[config.mk]
export PLATFORM = sky130hd
export DESIGN_NAME = txd_ctrl
export DESIGN_NICKNAME = d
export VERILOG_FILES = /design/src/txd_pkg.sv /design/src/txd_ring_mem.sv /design/src/txd_encode.sv /design/src/txd_ctrl.sv
export SDC_FILE = /design/constraint.sdc
export NUM_CORES = 2
export LEC_CHECK = 0
export BUFFER_PORTS_ARGS = -buffer_cell sky130_fd_sc_hd__clkbuf_2
export CAP_MARGIN = 15
export CORE_UTILIZATION = 60
export CTS_CLUSTER_DIAMETER = 200
export DETAILED_ROUTE_END_ITERATION = 10
export PLACE_DENSITY = 0.77
export SYNTH_ARGS = -nofsm -noshare
export SYNTH_HDL_FRONTEND = slang
export SYNTH_SLANG_ARGS = --single-unit
[constraint.sdc]
create_clock -name REF_CLK -period 4.7 [get_ports REF_CLK]
set_clock_uncertainty 0.05 [all_clocks]
set_input_delay 0.47 -clock REF_CLK [delete_from_list [all_inputs] [get_ports REF_CLK]]
set_output_delay 0.47 -clock REF_CLK [all_outputs]
set_load 0.02 [all_outputs]
[src/txd_pkg.sv]
// Shared constants, register map and descriptor layout for the tx descriptor builder
package txd_pkg;

    // ************************************************************
    // Ring geometry
    // ************************************************************
    localparam int RING_DEPTH = 16;
    localparam int IDX_W = 4;
    localparam int DESC_W = 128;

    // ************************************************************
    // Register map (byte addresses, one word each)
    // ************************************************************
    localparam logic [7:0] OFS_ADDR_LO = 8'h00;
    localparam logic [7:0] OFS_ADDR_HI = 8'h04;
    localparam logic [7:0] OFS_LEN_OFS = 8'h08;
    localparam logic [7:0] OFS_CMD_VLAN = 8'h0c;
    localparam logic [7:0] OFS_CTRL = 8'h10;
    localparam logic [7:0] OFS_CONFIG = 8'h14;
    localparam logic [7:0] OFS_STATUS = 8'h18;

    localparam logic [31:0] RST_WORD = 32'h0000_0000;
    localparam int CTRL_POST_BIT = 0;
    localparam int CFG_HEAD_WB_BIT = 8;
    localparam int ST_HEAD_LSB = 0;
    localparam int ST_TAIL_LSB = 4;
    localparam int ST_FULL_BIT = 8;
    localparam int ST_EMPTY_BIT = 9;
    localparam int ST_INPKT_BIT = 10;
    localparam int ST_BUSY_BIT = 11;
    localparam int ST_ERR_LSB = 12;

    // ************************************************************
    // Legacy descriptor fields
    // ************************************************************
    localparam int CMD_EOP = 0;
    localparam int CMD_APPEND_FCS_BIT = 1;
    localparam int CMD_IC = 2;
    localparam int CMD_RS = 3;
    localparam int CMD_DESCRIPTOR_EXTENSION_BIT = 5;
    localparam int CMD_VLE = 6;
    localparam int STA_DD = 0;
    localparam int DESCRIPTOR_EXTENSION_BIT_POS = 93;
    localparam logic [15:0] MAX_LEN_BYTES = 16'd15872;

    // ************************************************************
    // Post result codes
    // ************************************************************
    localparam logic [2:0] ERR_NONE = 3'h0;
    localparam logic [2:0] ERR_FULL = 3'h1;
    localparam logic [2:0] ERR_LEN = 3'h2;
    localparam logic [2:0] ERR_NULL = 3'h3;
    localparam logic [2:0] ERR_OFS = 3'h4;

    typedef struct packed {
        logic [63:0] addr;
        logic [15:0] len;
        logic [7:0] checksum_insert_offset;
        logic [7:0] checksum_start_offset;
        logic [7:0] cmd;
        logic [15:0] vlan;
    } txd_req_t;

    typedef struct packed {
        logic [15:0] vlan;
        logic [7:0] checksum_start_offset;
        logic [3:0] rsvd;
        logic [3:0] status_nibble;
        logic [7:0] cmd;
        logic [7:0] checksum_insert_offset;
        logic [15:0] len;
        logic [63:0] addr;
    } txd_desc_t;

    typedef enum logic [1:0] {
        TXD_IDLE = 2'b00,
        TXD_CHECK = 2'b01,
        TXD_WRITE = 2'b11
    } txd_state_t;

endpackage

[src/txd_ring_mem.sv]
// Descriptor ring storage with one write port and a registered read port
module txd_ring_mem
    import txd_pkg::*;
(
    // Clock and reset
    input wire logic clk,
    input wire logic arst_n,
    // Write port
    input wire logic we,
    input wire logic [IDX_W-1:0] waddr,
    input wire logic [DESC_W-1:0] wdata,
    // Read port
    input wire logic re,
    input wire logic [IDX_W-1:0] raddr,
    output logic [DESC_W-1:0] rdata_q
);
    logic [DESC_W-1:0] mem [RING_DEPTH];

    always_ff @(posedge clk) begin
        if (we) begin
            mem[waddr] <= wdata;
        end
    end

    always_ff @(posedge clk or negedge arst_n) begin
        if (!arst_n) begin
            rdata_q <= '0;
        end else if (re) begin
            rdata_q <= mem[raddr];
        end
    end
endmodule

[src/txd_encode.sv]
// Builds one legacy descriptor from a request and checks it before posting
module txd_encode
    import txd_pkg::*;
(
    // Request
    input txd_req_t req,
    input wire logic first,
    input wire logic wthresh_zero,
    // Result
    output txd_desc_t desc,
    output logic [2:0] err
);
    wire is_null = (req.len == 16'h0000);
    wire eop = req.cmd[CMD_EOP];
    // Offload bits only mean something on a packet's first buffer
    wire ic = first & req.cmd[CMD_IC];
    wire vlan_insert_bit = first & req.cmd[CMD_VLE];
    wire rs = eop & wthresh_zero;
    wire append_fcs_bit = req.cmd[CMD_APPEND_FCS_BIT] | ic | vlan_insert_bit;

    // Null descriptors only between packets, with end of packet set
    assign err = (req.len > MAX_LEN_BYTES) ? ERR_LEN :
                 (is_null && (!eop || !first)) ? ERR_NULL :
                 (ic && (req.checksum_insert_offset <= req.checksum_start_offset)) ? ERR_OFS : ERR_NONE;

    assign desc.addr = req.addr;
    assign desc.len = req.len;
    // Offsets pass as given on a first buffer and are zero on later ones; caller counts the tag only if it sits in the buffer
    assign desc.checksum_insert_offset = first ? req.checksum_insert_offset : 8'h00;
    assign desc.checksum_start_offset = first ? req.checksum_start_offset : 8'h00;
    // Reserved bits and extension bit stay zero: legacy format
    assign desc.cmd = {1'b0, vlan_insert_bit, 1'b0, 1'b0, rs, ic, append_fcs_bit, eop};
    assign desc.status_nibble = 4'h0;
    assign desc.rsvd = 4'h0;
    // Tag stored high byte first in memory
    assign desc.vlan = vlan_insert_bit ? {req.vlan[7:0], req.vlan[15:8]} : 16'h0000;
endmodule

[src/txd_ctrl.sv]
// Host-side legacy transmit descriptor builder with APB control registers
module txd_ctrl
    import txd_pkg::*;
(
    // Clock and reset
    input wire logic REF_CLK,
    input wire logic ARST_N,
    // APB slave
    input wire logic PSEL,
    input wire logic PENABLE,
    input wire logic PWRITE,
    input wire logic [7:0] PADDR,
    input wire logic [31:0] PWDATA,
    input wire logic [3:0] PSTRB,
    output logic [31:0] PRDATA,
    output logic PREADY,
    output logic PSLVERR,
    // Device ring access
    output logic [IDX_W-1:0] TX_TAIL,
    input wire logic DEV_RD_EN,
    input wire logic [IDX_W-1:0] DEV_RD_IDX,
    output logic [DESC_W-1:0] DEV_RDATA,
    input wire logic DEV_DONE_WE,
    input wire logic [IDX_W-1:0] DEV_DONE_IDX,
    // Device configuration
    output logic [15:0] VLAN_ETHERTYPE,
    output logic [6:0] WRITEBACK_THRESHOLD,
    output logic HEAD_WRITEBACK_ENABLE
);
    // ************************************************************
    // Helpers
    // ************************************************************
    function automatic logic [31:0] merge_bytes(input logic [31:0] old, input logic [31:0] wd,
                                                input logic [3:0] strb);
        logic [31:0] r;
        r = old;
        for (int i = 0; i < 4; i++) begin
            if (strb[i]) begin
                r[8*i +: 8] = wd[8*i +: 8];
            end
        end
        return r;
    endfunction

    function automatic logic [IDX_W-1:0] idx_inc(input logic [IDX_W-1:0] i);
        return IDX_W'(i + 1'b1);
    endfunction

    // ************************************************************
    // Registers
    // ************************************************************
    logic [31:0] addr_lo_q, addr_hi_q, len_ofs_q, cmd_vlan_q, config_q;
    txd_state_t state_q, state_d;
    txd_desc_t desc_q;
    logic [2:0] err_q;
    logic [IDX_W-1:0] tail_q, head_q, rd_idx_q;
    logic [IDX_W:0] count_q, count_d;
    logic [RING_DEPTH-1:0] dd_q;
    logic in_packet_q;

    // ************************************************************
    // APB decode
    // ************************************************************
    wire apb_acc = PSEL & PENABLE;
    wire apb_wr = apb_acc & PWRITE;
    wire hit_addr_lo = (PADDR == OFS_ADDR_LO);
    wire hit_addr_hi = (PADDR == OFS_ADDR_HI);
    wire hit_len_ofs = (PADDR == OFS_LEN_OFS);
    wire hit_cmd_vlan = (PADDR == OFS_CMD_VLAN);
    wire hit_ctrl = (PADDR == OFS_CTRL);
    wire hit_config = (PADDR == OFS_CONFIG);
    wire hit_status = (PADDR == OFS_STATUS);
    wire mapped = hit_addr_lo | hit_addr_hi | hit_len_ofs | hit_cmd_vlan | hit_ctrl
                  | hit_config | hit_status;
    wire post_req = apb_wr & hit_ctrl & PSTRB[0] & PWDATA[CTRL_POST_BIT];

    wire full = (count_q == (IDX_W+1)'(RING_DEPTH));
    wire empty = (count_q == '0);
    wire busy = (state_q != TXD_IDLE);

    logic [31:0] status_word;
    assign status_word = {16'h0000, 1'b0, err_q, busy, in_packet_q, empty, full,
                          tail_q, head_q};

    assign PREADY = 1'b1;
    assign PSLVERR = apb_acc & ~mapped;
    assign PRDATA = !apb_acc ? 32'h0000_0000 :
                    hit_addr_lo ? addr_lo_q :
                    hit_addr_hi ? addr_hi_q :
                    hit_len_ofs ? len_ofs_q :
                    hit_cmd_vlan ? cmd_vlan_q :
                    hit_config ? config_q :
                    hit_status ? status_word : 32'h0000_0000;

    always_ff @(posedge REF_CLK or negedge ARST_N) begin
        if (!ARST_N) begin
            addr_lo_q <= RST_WORD;
            addr_hi_q <= RST_WORD;
            len_ofs_q <= RST_WORD;
            cmd_vlan_q <= RST_WORD;
            config_q <= RST_WORD;
        end else if (apb_wr) begin
            if (hit_addr_lo) addr_lo_q <= merge_bytes(addr_lo_q, PWDATA, PSTRB);
            if (hit_addr_hi) addr_hi_q <= merge_bytes(addr_hi_q, PWDATA, PSTRB);
            if (hit_len_ofs) len_ofs_q <= merge_bytes(len_ofs_q, PWDATA, PSTRB);
            if (hit_cmd_vlan) cmd_vlan_q <= merge_bytes(cmd_vlan_q, PWDATA, PSTRB);
            if (hit_config) config_q <= merge_bytes(config_q, PWDATA, PSTRB);
        end
    end

    // ************************************************************
    // Device configuration pins
    // ************************************************************
    assign VLAN_ETHERTYPE = config_q[31:16];
    assign WRITEBACK_THRESHOLD = config_q[6:0];
    assign HEAD_WRITEBACK_ENABLE = config_q[CFG_HEAD_WB_BIT];

    // ************************************************************
    // Descriptor build
    // ************************************************************
    txd_req_t req;
    txd_desc_t enc_desc;
    logic [2:0] enc_err;
    assign req.addr = {addr_hi_q, addr_lo_q};
    assign req.len = len_ofs_q[15:0];
    assign req.checksum_insert_offset = len_ofs_q[23:16];
    assign req.checksum_start_offset = len_ofs_q[31:24];
    assign req.cmd = cmd_vlan_q[7:0];
    assign req.vlan = cmd_vlan_q[31:16];

    txd_encode u_encode (
        .req(req),
        .first(~in_packet_q),
        .wthresh_zero(WRITEBACK_THRESHOLD == 7'h00),
        .desc(enc_desc),
        .err(enc_err)
    );

    // ************************************************************
    // Post sequencer
    // ************************************************************
    always_comb begin
        state_d = state_q;
        case (state_q)
            TXD_IDLE: begin
                if (post_req) state_d = TXD_CHECK;
            end
            TXD_CHECK: begin
                if (!full && enc_err == ERR_NONE) state_d = TXD_WRITE;
                else state_d = TXD_IDLE;
            end
            TXD_WRITE: state_d = TXD_IDLE;
            default: state_d = TXD_IDLE;
        endcase
    end

    wire do_write = (state_q == TXD_WRITE);
    // Retire every slot up to the reported one
    wire [IDX_W-1:0] done_gap = IDX_W'(idx_inc(DEV_DONE_IDX) - head_q);
    wire [IDX_W:0] freed = !DEV_DONE_WE ? '0 :
                           (done_gap == '0) ? count_q : {1'b0, done_gap};
    assign count_d = count_q - freed + {{IDX_W{1'b0}}, do_write};

    always_ff @(posedge REF_CLK or negedge ARST_N) begin
        if (!ARST_N) begin
            state_q <= TXD_IDLE;
            desc_q <= '0;
            err_q <= ERR_NONE;
            tail_q <= '0;
            head_q <= '0;
            count_q <= '0;
            in_packet_q <= 1'b0;
        end else begin
            state_q <= state_d;
            count_q <= count_d;
            if (DEV_DONE_WE) head_q <= idx_inc(DEV_DONE_IDX);
            if (state_q == TXD_CHECK) begin
                desc_q <= enc_desc;
                err_q <= full ? ERR_FULL : enc_err;
            end
            if (do_write) begin
                tail_q <= idx_inc(tail_q);
                in_packet_q <= ~desc_q.cmd[CMD_EOP];
            end
        end
    end

    // Done flags: device set wins over the host clearing a reused slot
    always_ff @(posedge REF_CLK or negedge ARST_N) begin
        if (!ARST_N) begin
            dd_q <= '0;
        end else begin
            for (int i = 0; i < RING_DEPTH; i++) begin
                if (DEV_DONE_WE && DEV_DONE_IDX == IDX_W'(i)) dd_q[i] <= 1'b1;
                else if (do_write && tail_q == IDX_W'(i)) dd_q[i] <= 1'b0;
            end
        end
    end

    // ************************************************************
    // Ring storage and device view
    // ************************************************************
    logic [DESC_W-1:0] mem_rdata;
    txd_ring_mem u_mem (
        .clk(REF_CLK),
        .arst_n(ARST_N),
        .we(do_write),
        .waddr(tail_q),
        .wdata(desc_q),
        .re(DEV_RD_EN),
        .raddr(DEV_RD_IDX),
        .rdata_q(mem_rdata)
    );

    always_ff @(posedge REF_CLK or negedge ARST_N) begin
        if (!ARST_N) rd_idx_q <= '0;
        else if (DEV_RD_EN) rd_idx_q <= DEV_RD_IDX;
    end

    // Status nibble reflects the live done flag, so a re-read sees completion
    assign DEV_RDATA = {mem_rdata[DESC_W-1:97], dd_q[rd_idx_q], mem_rdata[95:0]};
    assign TX_TAIL = tail_q;
endmodule

# Word level (Yosys, flattened, before mapping)
# Memory sizes are Yosys's and may differ from the RTL's. A register that Yosys moved wholly into a read port is not among the register bits.
# Index checks and enable logic that the tools add are counted.
classes:
  addsub: 5
  order_cmp: 3
  eq_ne: 40
  n_mux: 55
  n_bitwise: 20
  reduce_logical: 85
ops:
  columns: ["op", "n"]
  rows:
  - ["$mux W32", 6]
  - ["$eq A4 B4 Y1 const B", 16]
  - ["$reduce_and A3 Y1", 20]
  - ["$logic_and A1 B1 Y1", 35]
  - ["$mux W1", 35]
  - ["$reduce_bool A2 Y1", 17]
  - ["$eq A4 B3 Y1 const B", 8]
  - ["$eq A8 B5 Y1 const B", 3]
  - ["$eq A4 B2 Y1 const B", 4]
  - ["$eq A8 B4 Y1 const B", 2]
  - ["$gt A16 B14 Y1 const B", 1]
  - ["$logic_not A16 Y1", 1]
  - ["$mux W16", 1]
  - ["$mux W8", 2]
  - ["$mux W15", 1]
  - ["$logic_not A4 Y1", 3]
  - ["$mux W3", 4]
  - ["$mux W5", 2]
  - ["$and A1 B1 Y1", 9]
  - ["$add A4 B1 Y4 const B", 2]
  - ["$eq A4 B1 Y1 const B", 2]
  - ["$eq A8 B3 Y1 const B", 1]
  - ["$le A8 B8 Y1", 1]
  - ["$logic_not A8 Y1", 1]
  - ["other kinds (19)", 31]
totals:
  reg_bits: 444
  mem_bits_rw: 1872
  input_bits: 59
  output_inout_bits: 190
  wordCells: 259
  memories: 1
mem_list:
  columns: ["memory", "depth", "word_bits", "read_ports", "rd_clocked_by_memory_dff", "wr", "line", "source"]
  rows:
  - ["u_mem.mem", 16, 117, 1, 1, 1, "txd_ring_mem.sv:17", "logic [DESC_W-1:0] mem [RING_DEPTH];"]

# Logic depth before layout (Yosys ltp)
depth:
  word_depth: 10
  ltp_mapped: 19
  ltp_nobuf: 19

# Modules after synthesis
# From an unflattened synthesis, not the netlist that was laid out.
unflattened:
  hier_cells: 5127
  area_unflattened_um2: 97788.8
by_module_without_submodules:
  columns: ["mod", "n_inst", "cells_each", "area_each_um2", "seq_area_each_um2"]
  rows:
  - ["txd_ring_mem", 1, 3788, 81673.3, 64702.1]
  - ["txd_ctrl", 1, 1159, 14826.7, 8182.8]
  - ["txd_encode", 1, 180, 1288.7, 0.0]

# Worst setup path before layout
# OpenSTA, ideal clock, no wires.
synth_path:
  path_type: "reg2reg"
  startpoint: "reg tail_q[3], in the netlist TX_TAIL[3]"
  endpoint: "reg dd_q[0]"
  setup_ns: 0.296
  t_arrival_ns: 3.976
  t_required_ns: 4.354
  slack_ns: 0.378
  stages_incl_launch_ff: 5
  path_buffers: 1
  synth_period_minus_slack_ns: 4.322
  path_cell_list: "dfrtp_1 -> clkbuf_1 -> nor3_1 -> and2_1 -> o32ai_1"
synth_via:
  elab_chain_cells: 3
synth_rtl:
  columns: ["item", "line", "source"]
  rows:
  - ["start, declared", "txd_ctrl.sv:56", "logic [IDX_W-1:0] tail_q, head_q, rd_idx_q;"]
  - ["start signal, assigned", "txd_ctrl.sv:182", "tail_q <= idx_inc(tail_q);"]
  - ["$logic_not A4 Y1", "txd_ctrl.sv:195", "else if (do_write && tail_q == IDX_W'(i)) dd_q[i] <= 1'b0;"]
  - ["$logic_and A1 B1 Y1", "txd_ctrl.sv:195", null]
  - ["$reduce_bool A2 Y1 (no source line)", null, null]
  - ["end signal, assigned", "txd_ctrl.sv:191", "dd_q <= '0;"]
  - ["end signal, assigned by index", "txd_ctrl.sv:194", "if (DEV_DONE_WE && DEV_DONE_IDX == IDX_W'(i)) dd_q[i] <= 1'b1;"]
  - ["end signal, assigned by index", "txd_ctrl.sv:195", null]
  - ["end, declared", "txd_ctrl.sv:58", "logic [RING_DEPTH-1:0] dd_q;"]
# No other way between the ends.
# A chain may end at the register's enable or synchronous reset.

# Worst setup path in the final report
layout_path:
  startpoint: "reg count_q[0]"
  endpoint: "out PRDATA[9]"
layout_via:
  elab_chain_cells: 8
layout_rtl:
  columns: ["item", "line", "source"]
  rows:
  - ["start, declared", "txd_ctrl.sv:57", "logic [IDX_W:0] count_q, count_d;"]
  - ["start signal, assigned", "txd_ctrl.sv:175", "count_q <= count_d;"]
  - ["$logic_not A5 Y1", "txd_ctrl.sv:78", "wire empty = (count_q == '0);"]
  - ["$mux W15", "txd_ctrl.sv:93", "hit_status ? status_word : 32'h0000_0000;"]
  - ["$mux W32", "txd_ctrl.sv:92", "hit_config ? config_q :"]
  - ["$mux W32", "txd_ctrl.sv:91", "hit_cmd_vlan ? cmd_vlan_q :"]
  - ["$mux W32", "txd_ctrl.sv:90", "hit_len_ofs ? len_ofs_q :"]
  - ["$mux W32", "txd_ctrl.sv:89", "hit_addr_hi ? addr_hi_q :"]
  - ["$mux W32", "txd_ctrl.sv:88", "hit_addr_lo ? addr_lo_q :"]
  - ["$mux W32", "txd_ctrl.sv:87", "assign PRDATA = !apb_acc ? 32'h0000_0000 :"]
  - ["end, declared", "txd_ctrl.sv:15", "output logic [31:0] PRDATA,"]
# No other way between the ends.

==> impl_summary.txt <==
----------------------------------------------------
[Timing]
  Final-report max-slew violation count ... 0
  Count of final hold-check violations ... 0
  Time the final worst path needs with I/O delays and setup ... roughly 4.2 ns
  Worst hold slack after final layout ... 0.0893 ns
  Actual transition at the worst max-transition pin ... between 1 and 1.5 ns
  Number of endpoints failing setup at the final stage ... 0
  Worst slew margin relative to its limit ... 0.229
  Unrepaired setup endpoints after global routing ... false
  TNS Setup ... 0 ns
  Maximum achievable frequency ... approximately 0.24 GHz
  Crit share post-route ... 0.903
  Minimum setup slack in the final design ... 0.454 ns

[Clocking]
  TritonCTS Buffers ... between 200 and 250
  Hold buffer count at CTS ... 39
  Maximum level of the CTS H-tree ... 4
  Clock Path Buffers ... 3
  Post-CTS sizing ... 0
  Post-CTS setup buffer count ... 0
  Number of clock sinks ... ~2300
  Clock transition time at the flip-flop clock pins of the worst setup and hold paths ... around 0.06 ns
  Root buffer selected by CTS ... sky130_fd_sc_hd__clkbuf_16
  Worst skew pair latency ... 0.88 ns
  Clock tree from TritonCTS ... done

[Drt]
  Residual DRC count ... 0
  Total vias in the final route ... around 47000
  Vias per Instance ... ~6.8
  Total met3 wirelength after detailed routing ... around 29000 um
  Count of nets left with antenna violations after detail routing ... 0
  Routed metal-1 wirelength ... about 90000 um
  DRT iter0 DRCs ... around 6000
  Detailed-route wire length per cell ... ~33 um
  Top routing layer used ... met5
  Wirelength, routed ... between 200000 and 250000 um
  First-pass detailed-route iteration total ... 6
  Length of routed met2 wiring ... 108000 um

[Min path]
  Worst hold path class ... in2reg

[Placed design]
  Port-buffer cells ... 237
  Gpl congestion ... approximately 0.92
  Post-DP Area ... between 90000 and 100000 um2
  Sum of net half-perimeters after detailed placement ... ~130000 um
  Setup Slack @ Placement ... between 0.7 and 0.8 ns

[Floorplanning]
  Number of ports placed on the die boundary ... 249
  Core area ... between 100000 and 150000 um2
  Vertical die dimension ... between 300 and 400 um
  DIE AREA ... approximately 150000 um2
  Cell Rows ... around 140
  Effective utilization at floorplan ... 0.604
  Floorplan die width ... just under 400 um

[Run status]
  Run status ... finished, final reports clean

[Power and ir drop]
  Total power after layout ... about 0.041 W
  Power density over the cells ... approximately 410 nW/um2
  Maximum VDD drop ... between 300 and 400 uV
  Leakage power figure ... 40.1 nW

[Global route]
  Via count of the first global-routing pass ... 47400
  Largest net degree at the start of global routing ... ~120
  First-pass GRT wire length ... about 330000 um
  Initial antenna violation count ... 26
  GRT Overall Usage ... 0.312
  Total global routing overflow ... 0

[Synth]
  Number of warnings issued by yosys ... 0
  Mapped cell area ... roughly 89000 um2
  Number of unique standard cell types used by synthesis ... 63
  Mapped Avg Cell Area ... 20.1 um2
  Fraction of the yosys area taken by sequential cells ... 0.752
  Number of enable-type register cells in the synthesized netlist ... about 1900
  Gate Count Post-Synth ... between 4000 and 5000
  Most instantiated flip-flop cell in the synthesis netlist ... sky130_fd_sc_hd__edfxtp_1
  Async SR Flop Fraction ... 0.188
  Number of register bits inferred by synthesis ... 2305

[Layout]
  Fraction of layout cells with a size suffix above 1 ... 0.273
  Number of nets at the end of the flow ... between 4000 and 5000
  Most common library cell in the layout ignoring fill and taps ... sky130_fd_sc_hd__edfxtp_1
  Fin area ... just over 100000 um2
  Layout overhead on the synthesized area ... 13.3%
  Most used cells in the layout excluding fill and tap cells ... sky130_fd_sc_hd__edfxtp_1 (1872), sky130_fd_sc_hd__mux4_2 (473), sky130_fd_sc_hd__dfrtp_1 (433)

[Worst setup path]
  Cells along the critical path ... nor4_1, nor3b_1, o31ai_1, a22o_1, a21oi_1, clkbuf_2
  Crit path capture type ... output pin
  Worst Path Required ... 4.18 ns
  Critical-path maximum fanout ... 3
  Critical path's largest stage delay ... slightly below 1 ns
  Type of the worst setup path ... reg2out
  Crit-path slowest cell ... sky130_fd_sc_hd__nor4_1
  Critical Path Source Type ... flip-flop
  Data arrival time of the critical path ... around 3.7 ns

[Job]
  Max cap viols ... 0

----------------------------------------------------
synthesized netlist by cell type (all sizes together) (3+ instances only):
library cell / number / area share
nor2: 55 / 0.0032
or4: 3 / 0.00029
a22oi: 6 / 0.00050
nor2b: 6 / 0.00042
a22o: 18 / 0.0018
nor4: 15 / 0.0014
dfrtp: 433 / 0.12
edfxtp: 1872 / 0.63
a21oi: 46 / 0.0026
o221ai: 117 / 0.011
and3: 8 / 0.00056
ha: 27 / 0.0038
nand2b: 133 / 0.0093
nand3: 11 / 0.00084
nor3: 16 / 0.0010
buf: 114 / 0.0070
clkbuf: 154 / 0.0065
o22ai: 12 / 0.00084
xnor2: 8 / 0.00079
a21o: 7 / 0.00059
and2: 19 / 0.0013
mux2: 166 / 0.021
nor3b: 3 / 0.00025
inv: 43 / 0.0018
o21ai: 44 / 0.0025
o221a: 6 / 0.00076
a221oi: 6 / 0.00059
a211oi: 10 / 0.00084
o2bb2ai: 8 / 0.00079
mux4: 473 / 0.12
o31ai: 9 / 0.00076
o32ai: 4 / 0.00039
nand2: 310 / 0.013
mux2i: 264 / 0.030
area by class of cell:
cell class,count,area (um2)
flip-flops and latches,2305,67000
clock buffers,313,6040
fillers,8798,46600
diodes,8,20.0
repair buffers,402,3200
multi-input cells,1839,20900
clock inverters,104,1290
well taps,1930,2410
inverters,43,161
metrics by stage:
step,std cells,utilization
floorplan,4455,-
global placement,6479,0.632
finish,6944,0.685
detailed placement,6479,0.632
CTS,6935,0.684
global route,6938,0.685
registers in the layout, summed over array words and instances (netlist names):
register,count
TX_TAIL,4
addr_hi_q,32
addr_lo_q,32
cmd_vlan_q,32
config_q,32
count_q,5
dd_q,16
desc_q,117
err_q,3
head_q,4
in_packet_q,1
len_ofs_q,32
rd_idx_q,4
state_q,2
u_mem.mem,1872
u_mem.rdata_q,117
power by group:
part	switching, W	internal (W)	total [W]	leakage [nW]
combinational	0.000884	0.000573	0.00146	10.0
sequential	0.000105	0.0219	0.0220	26.6
clock	0.00767	0.0102	0.0179	3.57
total	0.00866	0.0327	0.0413	40.1
worst max-delay path: cells and delay by family (launching register included):
| family | cells | cell delay, ns |
|---|---|---|
| AOI/OAI and AO/OA | 3 | 0.86 |
| buffers and inverters | 1 | 0.29 |
| DFF | 1 | 0.40 |
| and+or+nand+nor | 2 | 1.30 |
layer usage:
| metal | up-vias | global-route usage |
|---|---|---|
| li1 | 18600 | - |
| met3 | 361 | 0.104 |
| met4 | 24 | 0.0813 |
| met5 | - | 0 |
| met2 | 3047 | 0.467 |
| met1 | 24900 | 0.447 |
path summary, 6_finish.rpt:
kind                                                       end  depth (start not counted)  slack [ns]                 startpoint
worst max-delay path                                 PRDATA[9]                          6        0.45       count_q[0]$_DFF_PN0_
worst min-delay path                     head_q[1]$_DFFE_PN0P_                          5        0.09            DEV_DONE_IDX[1]
worst max register to register             dd_q[0]$_DFFE_PN0P_                          6        1.04     state_q[0]$_DFFE_PN0P_
worst min register to register          desc_q[52]$_DFFE_PN0N_                          2        0.45  addr_hi_q[20]$_DFFE_PN0P_
max in group asynchronous        u_mem.rdata_q[72]$_DFFE_PN0P_                          3        3.21                     ARST_N
min in group asynchronous       u_mem.rdata_q[111]$_DFFE_PN0P_                          2        0.16                     ARST_N
cell families after synthesis:
group,share of synthesized area
AO/OA/AOI/OAI,0.0251
XOR/XNOR,0.00123
adder cells (fa/ha/maj),0.00424
buffers and inverters,0.0153
flip-flops,0.752
multiplexers,0.170
other,0.0000842
AND/OR/NAND/NOR,0.0321
Note: power is estimated with default switching activity, not from simulation.
